**src/design/acq_pkg.sv**
```systemverilog
// Constants, field layout and state codes for the acquisition configuration block.
package acq_pkg;

  // ------------------------------------------------------------------
  // Register map and field layout
  // ------------------------------------------------------------------
  localparam logic [7:0]  ACQ_CONFIG_ADDR  = 8'h0C;   // Serial register address.
  localparam int          PRESCALE_LSB     = 12;      // Balance timer prescale field, 2 bits.
  localparam int          TIMER_LSB        = 8;       // Balance timeout count field, 4 bits.
  localparam int          AUX_LSB          = 0;       // Auxiliary settle count field, 6 bits.
  localparam int          PRESCALE_W       = 2;
  localparam int          TIMER_W          = 4;
  localparam int          AUX_W            = 6;
  localparam logic [15:0] ACQ_CONFIG_RESET = 16'h0000;  // Value after reset.
  localparam logic [15:0] ACQ_WRITE_MASK   = 16'h3F3F;  // Bits 15, 14, 7 and 6 stay zero.
  localparam int          BAL_CELLS        = 12;        // Number of discharge switches.

  // ------------------------------------------------------------------
  // Timing
  // ------------------------------------------------------------------
  localparam int CLK_MHZ            = 40;                // Core clock rate.
  localparam int TICK_TIME_S        = 1;                 // Base balance timer tick, seconds.
  localparam int TICK_CYCLES        = TICK_TIME_S * CLK_MHZ * 1000000;
  localparam int SETTLE_STEP_NS     = 5300;              // One settle count, 5.3 us.
  localparam int SETTLE_STEP_CYCLES = (SETTLE_STEP_NS * CLK_MHZ + 999) / 1000;

  // Base ticks per timer step for prescale codes 1 to 3; code 0 disables the timer.
  localparam logic [4:0] TICKS_CODE1 = 5'h01;   // 1 s steps.
  localparam logic [4:0] TICKS_CODE2 = 5'h04;   // 4 s steps.
  localparam logic [4:0] TICKS_CODE3 = 5'h10;   // 16 s steps.

  // ------------------------------------------------------------------
  // Auxiliary measurement sequencer states
  // ------------------------------------------------------------------
  typedef enum logic [2:0] {
    AUX_IDLE        = 3'b000,
    AUX_SETTLE_ONE  = 3'b001,
    AUX_CONVERT_ONE = 3'b010,
    AUX_SETTLE_TWO  = 3'b011,
    AUX_CONVERT_TWO = 3'b100
  } aux_state_t;

endpackage

```
**src/design/settle_timer.sv**
```systemverilog
// Programmable settle delay: (count + 1) steps of a fixed number of clock cycles.
`timescale 1ns/1ps
`default_nettype none
module settle_timer #(
  parameter int STEP_CYCLES = acq_pkg::SETTLE_STEP_CYCLES,
  parameter int COUNT_W     = acq_pkg::AUX_W
) (
  // Clock, reset, enable
  input  wire logic               core_clk,
  input  wire logic               reset,
  input  wire logic               ce,
  // Control
  input  wire logic               start,
  input  wire logic [COUNT_W-1:0] count,
  // Result
  output logic                    done
);
  import acq_pkg::*;

  localparam int CYC_W = (STEP_CYCLES > 1) ? $clog2(STEP_CYCLES) : 1;
  localparam logic [CYC_W-1:0] CYC_LAST = CYC_W'(STEP_CYCLES - 1);

  initial begin
    if (STEP_CYCLES < 1 || COUNT_W < 1) begin
      $error("settle_timer: step and count width must be at least one");
    end
  end

  logic               busy;        // A delay is running.
  logic [COUNT_W-1:0] steps;       // Whole steps still to run after this one.
  logic [CYC_W-1:0]   cyc;         // Cycles left in the current step.
  logic               next_busy;
  logic [COUNT_W-1:0] next_steps;
  logic [CYC_W-1:0]   next_cyc;
  logic               next_done;

  // Next-state logic; a new start restarts a running delay.
  always_comb begin
    next_busy  = busy;
    next_steps = steps;
    next_cyc   = cyc;
    next_done  = 1'b0;
    if (start) begin
      next_busy  = 1'b1;
      next_steps = count;
      next_cyc   = CYC_LAST;
    end else if (busy) begin
      if (cyc == '0) begin
        if (steps == '0) begin
          next_busy = 1'b0;
          next_done = 1'b1;
        end else begin
          next_steps = steps - 1'b1;
          next_cyc   = CYC_LAST;
        end
      end else begin
        next_cyc = cyc - 1'b1;
      end
    end
  end

  // State registers, frozen while the clock enable is low.
  always_ff @(posedge core_clk) begin
    if (reset) begin
      busy  <= 1'b0;
      steps <= '0;
      cyc   <= '0;
      done  <= 1'b0;
    end else if (ce) begin
      busy  <= next_busy;
      steps <= next_steps;
      cyc   <= next_cyc;
      done  <= next_done;
    end
  end

endmodule
`default_nettype wire

```
**src/design/cell_balance_timeout_aux_settle.sv**
```systemverilog
// Acquisition configuration register, balance watchdog and auxiliary settle sequencer.
`timescale 1ns/1ps
`default_nettype none
module cell_balance_timeout_aux_settle #(
  parameter int TICK_CYCLES = acq_pkg::TICK_CYCLES   // Cycles per base one-second tick.
) (
  // Clock, reset, enable
  input  wire logic                          core_clk,
  input  wire logic                          reset,
  input  wire logic                          ce,
  // Register access from the serial command decoder
  input  wire logic                          reg_wr,
  input  wire logic                          reg_rd,
  input  wire logic [7:0]                    reg_addr,
  input  wire logic [15:0]                   reg_wdata,
  input  wire logic                          bcast_read,
  input  wire logic                          bcast_latch,
  output logic [15:0]                        reg_rdata,
  output logic                               reg_rdata_valid,
  // Cell discharge control
  input  wire logic [acq_pkg::BAL_CELLS-1:0] cell_discharge_enable,
  input  wire logic                          die_overtemp,
  output logic [acq_pkg::BAL_CELLS-1:0]      cell_discharge_switch,
  output logic                               balance_expired,
  // Auxiliary measurement sequence
  input  wire logic                          measure_start,
  input  wire logic                          aux_input_one_en,
  input  wire logic                          aux_input_two_en,
  input  wire logic                          aux_conv_done,
  output logic                               aux_convert_req,
  output logic                               aux_convert_sel,
  output logic                               thermistor_bias_out,
  output logic                               aux_seq_busy
);
  import acq_pkg::*;

  // ------------------------------------------------------------------
  // Elaboration checks and local constants
  // ------------------------------------------------------------------
  localparam int SEC_W = (TICK_CYCLES > 1) ? $clog2(TICK_CYCLES) : 1;
  localparam logic [SEC_W-1:0] SEC_LAST = SEC_W'(TICK_CYCLES - 1);

  initial begin
    if (TICK_CYCLES < 1) begin
      $error("cell_balance_timeout_aux_settle: TICK_CYCLES must be at least one");
    end
  end

  // Base ticks per timer step for a prescale code; zero means disabled.
  function automatic logic [4:0] prescale_ticks(input logic [PRESCALE_W-1:0] code);
    case (code)
      2'b01:   prescale_ticks = TICKS_CODE1;
      2'b10:   prescale_ticks = TICKS_CODE2;
      2'b11:   prescale_ticks = TICKS_CODE3;
      default: prescale_ticks = 5'h00;
    endcase
  endfunction

  // ------------------------------------------------------------------
  // Overtemperature input synchroniser
  // ------------------------------------------------------------------
  logic ot_meta;   // First stage, read only by the second stage.
  logic ot_sync;   // Synchronised overtemperature level.

  // The detector is asynchronous to the core clock, so it passes two flops.
  always_ff @(posedge core_clk) begin
    if (reset) begin
      ot_meta <= 1'b0;
      ot_sync <= 1'b0;
    end else if (ce) begin
      ot_meta <= die_overtemp;
      ot_sync <= ot_meta;
    end
  end

  // ------------------------------------------------------------------
  // Register and balance watchdog
  // ------------------------------------------------------------------
  logic [PRESCALE_W-1:0]  prescale;        // Balance timer prescale code.
  logic [TIMER_W-1:0]     timeout_count;   // Live balance timeout count.
  logic [AUX_W-1:0]       settle_count;    // Auxiliary settle count.
  logic [TIMER_W-1:0]     count_snap;      // Count captured for a broadcast read.
  logic [SEC_W-1:0]       sec_cnt;         // Cycles left in the current base tick.
  logic [4:0]             tick_cnt;        // Base ticks counted in the current step.
  logic [PRESCALE_W-1:0]  next_prescale;
  logic [TIMER_W-1:0]     next_timeout_count;
  logic [AUX_W-1:0]       next_settle_count;
  logic [TIMER_W-1:0]     next_count_snap;
  logic [SEC_W-1:0]       next_sec_cnt;
  logic [4:0]             next_tick_cnt;
  logic [15:0]            next_reg_rdata;
  logic                   next_reg_rdata_valid;
  logic [BAL_CELLS-1:0]   next_switch;
  logic                   next_expired;
  logic                   hit_wr;
  logic                   hit_rd;
  logic [15:0]            wr_bits;
  logic [4:0]             step_ticks;

  // Next values for the register, the step dividers and the switch outputs.
  always_comb begin
    hit_wr     = reg_wr && (reg_addr == ACQ_CONFIG_ADDR);
    hit_rd     = reg_rd && (reg_addr == ACQ_CONFIG_ADDR);
    wr_bits    = reg_wdata & ACQ_WRITE_MASK;
    step_ticks = prescale_ticks(prescale);
    next_prescale      = prescale;
    next_timeout_count = timeout_count;
    next_settle_count  = settle_count;
    next_sec_cnt       = sec_cnt;
    next_tick_cnt      = tick_cnt;
    next_count_snap    = count_snap;
    if (hit_wr) begin
      // A write reloads the count and restarts the step, so the host always
      // gets one full step per count; a write beats a same-cycle decrement.
      next_prescale      = wr_bits[PRESCALE_LSB +: PRESCALE_W];
      next_timeout_count = wr_bits[TIMER_LSB +: TIMER_W];
      next_settle_count  = wr_bits[AUX_LSB +: AUX_W];
      next_sec_cnt       = SEC_LAST;
      next_tick_cnt      = 5'h00;
    end else if (step_ticks == 5'h00) begin
      next_sec_cnt  = SEC_LAST;
      next_tick_cnt = 5'h00;
    end else if (timeout_count != '0) begin
      if (sec_cnt == '0) begin
        next_sec_cnt = SEC_LAST;
        if (tick_cnt == step_ticks - 5'h01) begin
          next_tick_cnt      = 5'h00;
          next_timeout_count = timeout_count - 1'b1;
        end else begin
          next_tick_cnt = tick_cnt + 5'h01;
        end
      end else begin
        next_sec_cnt = sec_cnt - 1'b1;
      end
    end
    if (bcast_latch) begin
      next_count_snap = timeout_count;
    end
    // Read data; reserved bits and other addresses read zero.
    next_reg_rdata       = 16'h0000;
    next_reg_rdata_valid = hit_rd;
    if (hit_rd) begin
      next_reg_rdata[PRESCALE_LSB +: PRESCALE_W] = prescale;
      next_reg_rdata[TIMER_LSB +: TIMER_W]       = bcast_read ? count_snap : timeout_count;
      next_reg_rdata[AUX_LSB +: AUX_W]           = settle_count;
    end
    next_expired = (prescale_ticks(next_prescale) != 5'h00) && (next_timeout_count == '0);
    next_switch  = (ot_sync || next_expired) ? '0 : cell_discharge_enable;
  end

  // Register the configuration, counters and registered outputs.
  always_ff @(posedge core_clk) begin
    if (reset) begin
      prescale              <= ACQ_CONFIG_RESET[PRESCALE_LSB +: PRESCALE_W];
      timeout_count         <= ACQ_CONFIG_RESET[TIMER_LSB +: TIMER_W];
      settle_count          <= ACQ_CONFIG_RESET[AUX_LSB +: AUX_W];
      count_snap            <= '0;
      sec_cnt               <= SEC_LAST;
      tick_cnt              <= 5'h00;
      reg_rdata             <= 16'h0000;
      reg_rdata_valid       <= 1'b0;
      cell_discharge_switch <= '0;
      balance_expired       <= 1'b0;
    end else if (ce) begin
      prescale              <= next_prescale;
      timeout_count         <= next_timeout_count;
      settle_count          <= next_settle_count;
      count_snap            <= next_count_snap;
      sec_cnt               <= next_sec_cnt;
      tick_cnt              <= next_tick_cnt;
      reg_rdata             <= next_reg_rdata;
      reg_rdata_valid       <= next_reg_rdata_valid;
      cell_discharge_switch <= next_switch;
      balance_expired       <= next_expired;
    end
  end

  // ------------------------------------------------------------------
  // Auxiliary measurement sequencer
  // ------------------------------------------------------------------
  aux_state_t aux_state;        // Sequencer state.
  aux_state_t next_aux_state;
  logic       two_en;           // Second channel enable held for the sequence.
  logic       next_two_en;
  logic       settle_start;     // Starts one full settle delay.
  logic       settle_done;      // Settle delay finished.
  logic       next_convert_req;
  logic       next_convert_sel;
  logic       next_bias;

  // (count + 1) * 5.3 us
  settle_timer #(
    .STEP_CYCLES (SETTLE_STEP_CYCLES),
    .COUNT_W     (AUX_W)
  ) u_settle (
    .core_clk (core_clk),
    .reset    (reset),
    .ce       (ce),
    .start    (settle_start),
    .count    (settle_count),
    .done     (settle_done)
  );

  // Sequencer next state; a start while busy is ignored.
  always_comb begin
    next_aux_state   = aux_state;
    next_two_en      = two_en;
    settle_start     = 1'b0;
    next_convert_req = 1'b0;
    next_convert_sel = aux_convert_sel;
    case (aux_state)
      AUX_IDLE: begin
        if (measure_start) begin
          next_two_en = aux_input_two_en;
          if (aux_input_one_en) begin
            settle_start   = 1'b1;
            next_aux_state = AUX_SETTLE_ONE;
          end else if (aux_input_two_en) begin
            settle_start   = 1'b1;
            next_aux_state = AUX_SETTLE_TWO;
          end
        end
      end
      AUX_SETTLE_ONE: begin
        if (settle_done) begin
          next_convert_req = 1'b1;
          next_convert_sel = 1'b0;
          next_aux_state   = AUX_CONVERT_ONE;
        end
      end
      AUX_CONVERT_ONE: begin
        if (aux_conv_done) begin
          if (two_en) begin
            settle_start   = 1'b1;
            next_aux_state = AUX_SETTLE_TWO;
          end else begin
            next_aux_state = AUX_IDLE;
          end
        end
      end
      AUX_SETTLE_TWO: begin
        if (settle_done) begin
          next_convert_req = 1'b1;
          next_convert_sel = 1'b1;
          next_aux_state   = AUX_CONVERT_TWO;
        end
      end
      AUX_CONVERT_TWO: begin
        if (aux_conv_done) begin
          next_aux_state = AUX_IDLE;
        end
      end
      default: begin
        next_aux_state = AUX_IDLE;
      end
    endcase
    next_bias = (next_aux_state != AUX_IDLE);
  end

  // Sequencer registers and its registered outputs.
  always_ff @(posedge core_clk) begin
    if (reset) begin
      aux_state           <= AUX_IDLE;
      two_en              <= 1'b0;
      aux_convert_req     <= 1'b0;
      aux_convert_sel     <= 1'b0;
      thermistor_bias_out <= 1'b0;
      aux_seq_busy        <= 1'b0;
    end else if (ce) begin
      aux_state           <= next_aux_state;
      two_en              <= next_two_en;
      aux_convert_req     <= next_convert_req;
      aux_convert_sel     <= next_convert_sel;
      thermistor_bias_out <= next_bias;
      aux_seq_busy        <= next_bias;
    end
  end

endmodule
`default_nettype wire

```
**config.mk**
```make
export PLATFORM = sky130hd
export DESIGN_NAME = cell_balance_timeout_aux_settle
export DESIGN_NICKNAME = d
export VERILOG_FILES = /design/src/design/acq_pkg.sv /design/src/design/settle_timer.sv /design/src/design/cell_balance_timeout_aux_settle.sv
export SDC_FILE = /design/constraint.sdc
export NUM_CORES = 1
export LEC_CHECK = 0
export ABC_AREA = 0
export BUFFER_PORTS_ARGS = -buffer_cell sky130_fd_sc_hd__buf_4
export CAP_MARGIN = 25
export CORE_MARGIN = 2
export CORE_UTILIZATION = 33
export CTS_BUF_LIST = sky130_fd_sc_hd__clkbuf_4
export DETAILED_ROUTE_END_ITERATION = 16
export PLACE_DENSITY = 0.61
export RECOVER_POWER = 50
export SLEW_MARGIN = 20
export SYNTH_ARGS = -nofsm -noshare
export SYNTH_HDL_FRONTEND = slang
export SYNTH_HIERARCHICAL = 1
export SYNTH_SLANG_ARGS = --single-unit
```
**constraint.sdc**
```tcl
create_clock -name core_clk -period 2.62 [get_ports core_clk]
set_input_delay 0.131 -clock core_clk [delete_from_list [all_inputs] [get_ports core_clk]]
set_output_delay 0.131 -clock core_clk [all_outputs]
set_load 0.005 [all_outputs]
```
Yosys cells after proc, flatten, opt, wreduce, memory -nomap -nowiden
Cells that the tools add are included.
Widths: inputs -> output; s select.
{"block": "totals", "inputBits": 48, "output_inout_bits": 34, "word_cells": 127, "register_bits": 98}
{"block": "op_classes", "muxes": 57, "reduce_logical": 27, "addsub": 6, "n_eq_ne": 16}
{"cell": "$mux 26", "count": 4}
{"cell": "$mux 6", "count": 6}
{"cell": "$mux 8", "count": 4}
{"cell": "$pmux 5 s3", "count": 2}
{"cell": "$logic_not 26->1", "count": 1}
{"cell": "$sub 26x1->26 const B", "count": 1}
{"cell": "$mux 5", "count": 5}
{"cell": "$mux 4", "count": 6}
{"cell": "$mux 3", "count": 7}
{"cell": "$mux 1", "count": 17}
{"cell": "$pmux 3 s5", "count": 1}
{"cell": "$mux 12", "count": 1}
{"cell": "$reduce_and 3->1", "count": 3}
{"cell": "$reduce_bool 3->1", "count": 3}
{"cell": "$eq 2x2->1 const B", "count": 4}
{"cell": "$eq 8x4->1 const B", "count": 1}
{"cell": "$logic_not 8->1", "count": 1}
{"cell": "$reduce_and 4->1", "count": 2}
{"cell": "$sub 8x1->8 const B", "count": 1}
{"cell": "$eq 3x2->1 const B", "count": 2}
{"cell": "$logic_not 6->1", "count": 1}
{"cell": "$reduce_and 2->1", "count": 3}
{"cell": "$reduce_bool 2->1", "count": 3}
{"cell": "$sub 6x1->6 const B", "count": 1}
{"cell": "20 further kinds", "count": 26}

Depth between registers and ports, before layout
{"block": "logic_depth", "depth_word": 13, "ltp_mapped": 11, "mapped_depth_nobuf": 9}

Modules after synthesis
Netlist, hierarchy kept.
{"module": "cell_balance_timeout_aux_settle", "cells_each": 453, "area_per_inst_um2": 3931.3, "n_inst": 1, "seq_area_each_um2": 1641.6}
{"module": "settle_timer", "cells_each": 118, "area_per_inst_um2": 970.9, "n_inst": 1, "seq_area_each_um2": 320.3}

Worst setup path before layout
Ideal clock, no wire load.
{"block": "synth_timing", "path_kind": "reg-to-reg", "startpoint": "register sec_cnt[13]", "endpoint": "register balance_expired", "t_required_ps": 2562, "t_arrival_ps": 2591, "n_path_buf": 1, "setup_slack_ps": -29, "setup_time_ps": 58, "path_stages_with_launch": 9, "synth_period_minus_slack_ps": 2649, "cell_sequence": "dfxtp_1 -> or4_4 -> or4_4 -> nor4_1 -> mux2i_1 -> nand4_2 -> nor3_4 -> buf_6 -> a31o_2"}
{"block": "synth_between", "elab_chain_cells": 7}
{"element": "from (decl)", "line_no": "cell_balance_timeout_aux_settle.sv:83", "rtl": "logic [SEC_W-1:0] sec_cnt;"}
{"element": "from (signal assigned)", "line_no": "cell_balance_timeout_aux_settle.sv:169", "rtl": "sec_cnt <= next_sec_cnt;"}
{"element": "$logic_not 26->1", "line_no": "cell_balance_timeout_aux_settle.sv:124", "rtl": "if (sec_cnt == '0) begin"}
{"element": "$mux 4", "line_no": "cell_balance_timeout_aux_settle.sv:124"}
{"element": "$mux 4", "line_no": "cell_balance_timeout_aux_settle.sv:123", "rtl": "end else if (timeout_count != '0) begin"}
{"element": "$mux 4", "line_no": "cell_balance_timeout_aux_settle.sv:120", "rtl": "end else if (step_ticks == 5'h00) begin"}
{"element": "$mux 4", "line_no": "cell_balance_timeout_aux_settle.sv:112", "rtl": "if (hit_wr) begin"}
{"element": "$logic_not 4->1", "line_no": "cell_balance_timeout_aux_settle.sv:147", "rtl": "next_expired = (prescale_ticks(next_prescale) != 5'h00) && (next_timeout_count == '0);"}
{"element": "$logic_and 1x1->1", "line_no": "cell_balance_timeout_aux_settle.sv:147"}
{"element": "to (signal assigned)", "line_no": "cell_balance_timeout_aux_settle.sv:174", "rtl": "balance_expired <= next_expired;"}
{"element": "to (decl)", "line_no": "cell_balance_timeout_aux_settle.sv:24", "rtl": "output logic balance_expired,"}
Every way passes these cells.
A chain may end at the register's enable or synchronous reset.

Final worst setup path
{"block": "layout_timing", "startpoint": "register sec_cnt[13]", "endpoint": "register cell_discharge_switch[1] (netlist name)"}
{"block": "layout_between", "elab_chain_cells": 9}
{"element": "$logic_not 26->1", "line_no": "cell_balance_timeout_aux_settle.sv:124"}
{"element": "$mux 4", "line_no": "cell_balance_timeout_aux_settle.sv:124"}
{"element": "$mux 4", "line_no": "cell_balance_timeout_aux_settle.sv:123"}
{"element": "$mux 4", "line_no": "cell_balance_timeout_aux_settle.sv:120"}
{"element": "$mux 4", "line_no": "cell_balance_timeout_aux_settle.sv:112"}
{"element": "$logic_not 4->1", "line_no": "cell_balance_timeout_aux_settle.sv:147"}
{"element": "$logic_and 1x1->1", "line_no": "cell_balance_timeout_aux_settle.sv:147"}
{"element": "$logic_or 1x1->1", "line_no": "cell_balance_timeout_aux_settle.sv:148", "rtl": "next_switch = (ot_sync || next_expired) ? '0 : cell_discharge_enable;"}
{"element": "$mux 12", "line_no": "cell_balance_timeout_aux_settle.sv:148"}
{"element": "to (signal assigned)", "line_no": "cell_balance_timeout_aux_settle.sv:173", "rtl": "cell_discharge_switch <= next_switch;"}
{"element": "to (decl)", "line_no": "cell_balance_timeout_aux_settle.sv:23", "rtl": "output logic [acq_pkg::BAL_CELLS-1:0] cell_discharge_switch,"}
Every way passes these cells.

==> results.ini <==
[pwr]
ir_drop_v = 0.0001751
p_switching_mw = 0.7911
p_int_mw = 2.135
clkPwrFrac_pct = 30.1
p_seq_share_pct = 53.8
power_frac_comb_pct = 16.1
switching_share_pct = 27.03
p_per_area_mw_per_mm2 = 473.7
leakage_nw = 2.437

[routing]
dr.pass1.iters = 5
vias_per_cell = 5.150
dr_total_vias = 4465
route.detailed.drc = 0
routedWlPerCell_um = 14.19
wirelength_mm = 12.31
first_iter_violations = 251
ant_nets = 0

[logic_synthesis]
ys_ff_latch = 98
syn_area_mm2 = 0.004902
yosysTopAreaCell = dfxtp_1
async_flop_share_pct = 0
synth_edf_count = 0
yosys-top-cells-area = dfxtp_1, nand2_1, nor2_1
synthCells = 571
synthFlopType = dfxtp_1
synth_top_area_share_pct = 40.02
syn_avg_cell_area_um2 = 8.585
yosys_warnings = 6
synth_cell_types = 70
yosysSeqAreaShare_pct = 40.02

[critical_path]
worst_ep_arrival_time_ps = 3030
cp.required_ps = 2950
cp_max_fo = 13
endpoint_kind = register
critPathKind = reg2reg
cp-start-kind = register

[clock_network]
cts.clk_slew.worst_paths_ps = 140
clock_sinks = 98
clockRootBuffer = clkbuf_4
clock_path_buffers = 2
cts_tree = built
worst_skew_pair.late_latency_ps = 470
cts.htree.levels = 3
cts_made_buffers = 9

[floorplanning]
die_h_um = 125.9
die-area_mm2 = 0.01585
core_region_area_mm2 = 0.01453
num_rows = 44
ios = 82
floorplan.initialDensity_pct = 33.73
die_w_um = 125.9

[global_route]
grt_pass1_wl_mm = 20.27
grtUsageTotal_pct = 15.53
antenna_found_initial = 1
grt-ovfl-total = 0
grt_max_degree = 72
grt_pass1_vias = 4346

[run_status]
status = finished, violations left
violations = max-capacitance violations, max-slew violations, negative setup slack

[layout]
final_common_cell = dfxtp_1
area_delta_synth_final_pct = 26.01
drive_above_1_share_pct = 23.31
final_cell_mix = dfxtp_1, nand2_1, nor2_1
final_nets = 736

[hold_path]
hp-class = in2reg

[timing]
whs_ps = 82.35
min_period_ps = 2698
timing.final.crit_share_pct = 103.0
setup_viol = 14
tightest_slew_ps = 1619
finalHoldViolCount = 0
slew_headroom_pct = -7.965
skew_ps = 14.62
finalMaxSlewViolations = 35
fin_ws_ps = -77.63
setup_tns_ps = -964.3
fmax_mhz = 370.7
grt_setup_unrepaired = yes

[job]
drv_cap = 1

[place]
io_buffers = 73
dp_hpwl_mm = 8.669
place.gp.congestion = 0.8559

[layout make-up]
class                   count  area [um2]
diodes                      1       2.502
clock buffers               9       67.56
clock inverters             7       83.83
fillers                  1437        8357
inverters                  28       105.1
multi-input cells         413        2695
flip-flops and latches     98        1963
well taps                 184       230.2
repair buffers            127        1030
[kinds of logic after synthesis]
family,share of synthesized area (%)
flip-flops,40.02
buffers and inverters,7.223
XOR/XNOR,5.717
multiplexers,2.118
adder cells (fa/ha/maj),2.808
AO/OA/AOI/OAI,16.28
other,0.07650
AND/OR/NAND/NOR,25.75
[through the flow]
stage | std cells | utilization, % | instance area, um2 | worst slack (ps) | total power, mW
after global placement | 819 | 38.81 | 5640 | -8.286 | 2.021
after detailed placement | 819 | 38.81 | 5640 | -144.5 | 2.032
after CTS | 865 | 42.01 | 6106 | -56.54 | 2.950
final | 867 | 42.50 | 6177 | -77.63 | 2.926
after global routing | 867 | 42.50 | 6177 | -175.6 | 3.077
after floorplan | 574 | - | 4926 | 11.06 | 1.917
[power groups by stage]
| stage | Sequential (mW) | Clock (mW) | Combinational, mW |
|---|---|---|---|
| finish | 1.58 | 0.880 | 0.471 |
| global placement | 1.61 | 0 | 0.415 |
| global route | 1.58 | 0.973 | 0.519 |
| detailed placement | 1.61 | 0 | 0.424 |
| floorplan | 1.60 | 0 | 0.318 |
| CTS | 1.58 | 0.914 | 0.461 |
[cell usage after synthesis, drive strengths merged (2+ instances only)]
| master | count |
|---|---|
| nand2b | 4 |
| a22oi | 12 |
| o21ai | 19 |
| mux2i | 7 |
| o21bai | 2 |
| o41ai | 13 |
| ha | 11 |
| nor4bb | 2 |
| nor4 | 12 |
| or3b | 2 |
| xor2 | 14 |
| clkbuf | 18 |
| nor3 | 21 |
| a211oi | 5 |
| or4 | 3 |
| mux2 | 3 |
| or2 | 2 |
| dfxtp | 98 |
| nand4 | 8 |
| or3 | 6 |
| buf | 14 |
| and3 | 3 |
| a311oi | 3 |
| nand4b | 4 |
| a31o | 2 |
| xnor2 | 18 |
| nand3 | 23 |
| inv | 28 |
| dlygate4sd3 | 2 |
| nor3b | 8 |
| nor2 | 68 |
| o31ai | 3 |
| a21oi | 37 |
| and3b | 2 |
| o31a | 3 |
| or2b | 2 |
| nand2 | 71 |
| and2b | 3 |
| o211ai | 3 |
[critical path, stage by stage, from the launching register on]
cell and delay [ps]:
dfxtp_2 350, or4_4 530, or4_4 480, nor4_4 310
mux2i_2 300, nand4_2 150, nor3_4 170, buf_12 180
o41ai_4 80
[final timing paths]
path | from | end | slack, ps | cells past startpoint
worst min register to register | count_snap[3] | count_snap[3] | 470 | 2
worst max register to register | sec_cnt[13] | cell_discharge_switch[1] | -80 | 8
worst min-delay path | bcast_read | reg_rdata[9] | 80 | 5
worst max-delay path | sec_cnt[13] | cell_discharge_switch[1] | -80 | 8
[what timing repair did]
action                                  in CTS  in global routing
hold buffers                                25                  0
gates resized for setup                      4                 16
endpoints found under the setup margin      17                 38
pin swaps                                    2                  6
buffers inserted                             5                  1
endpoints found under the hold margin       28                  0
[metal layers]
layer  up-vias  GRT usage (%)  share of wire [%]
met2       104          25.59                 47
met5         -              0                  0
met1      2137          19.79                 46
li1       2206              -                  -
met3        18          3.144                4.2
met4         0          6.593                2.0
[registers in the layout, summed over array words and instances (netlist names), 5 cells and up]
| register | cells |
|---|---|
| reg_rdata | 12 |
| sec_cnt | 26 |
| cell_discharge_switch | 12 |
| tick_cnt | 5 |
| u_settle/cyc | 8 |
| settle_count | 6 |
| u_settle/steps | 6 |
Power figures use the tool's default switching activity.
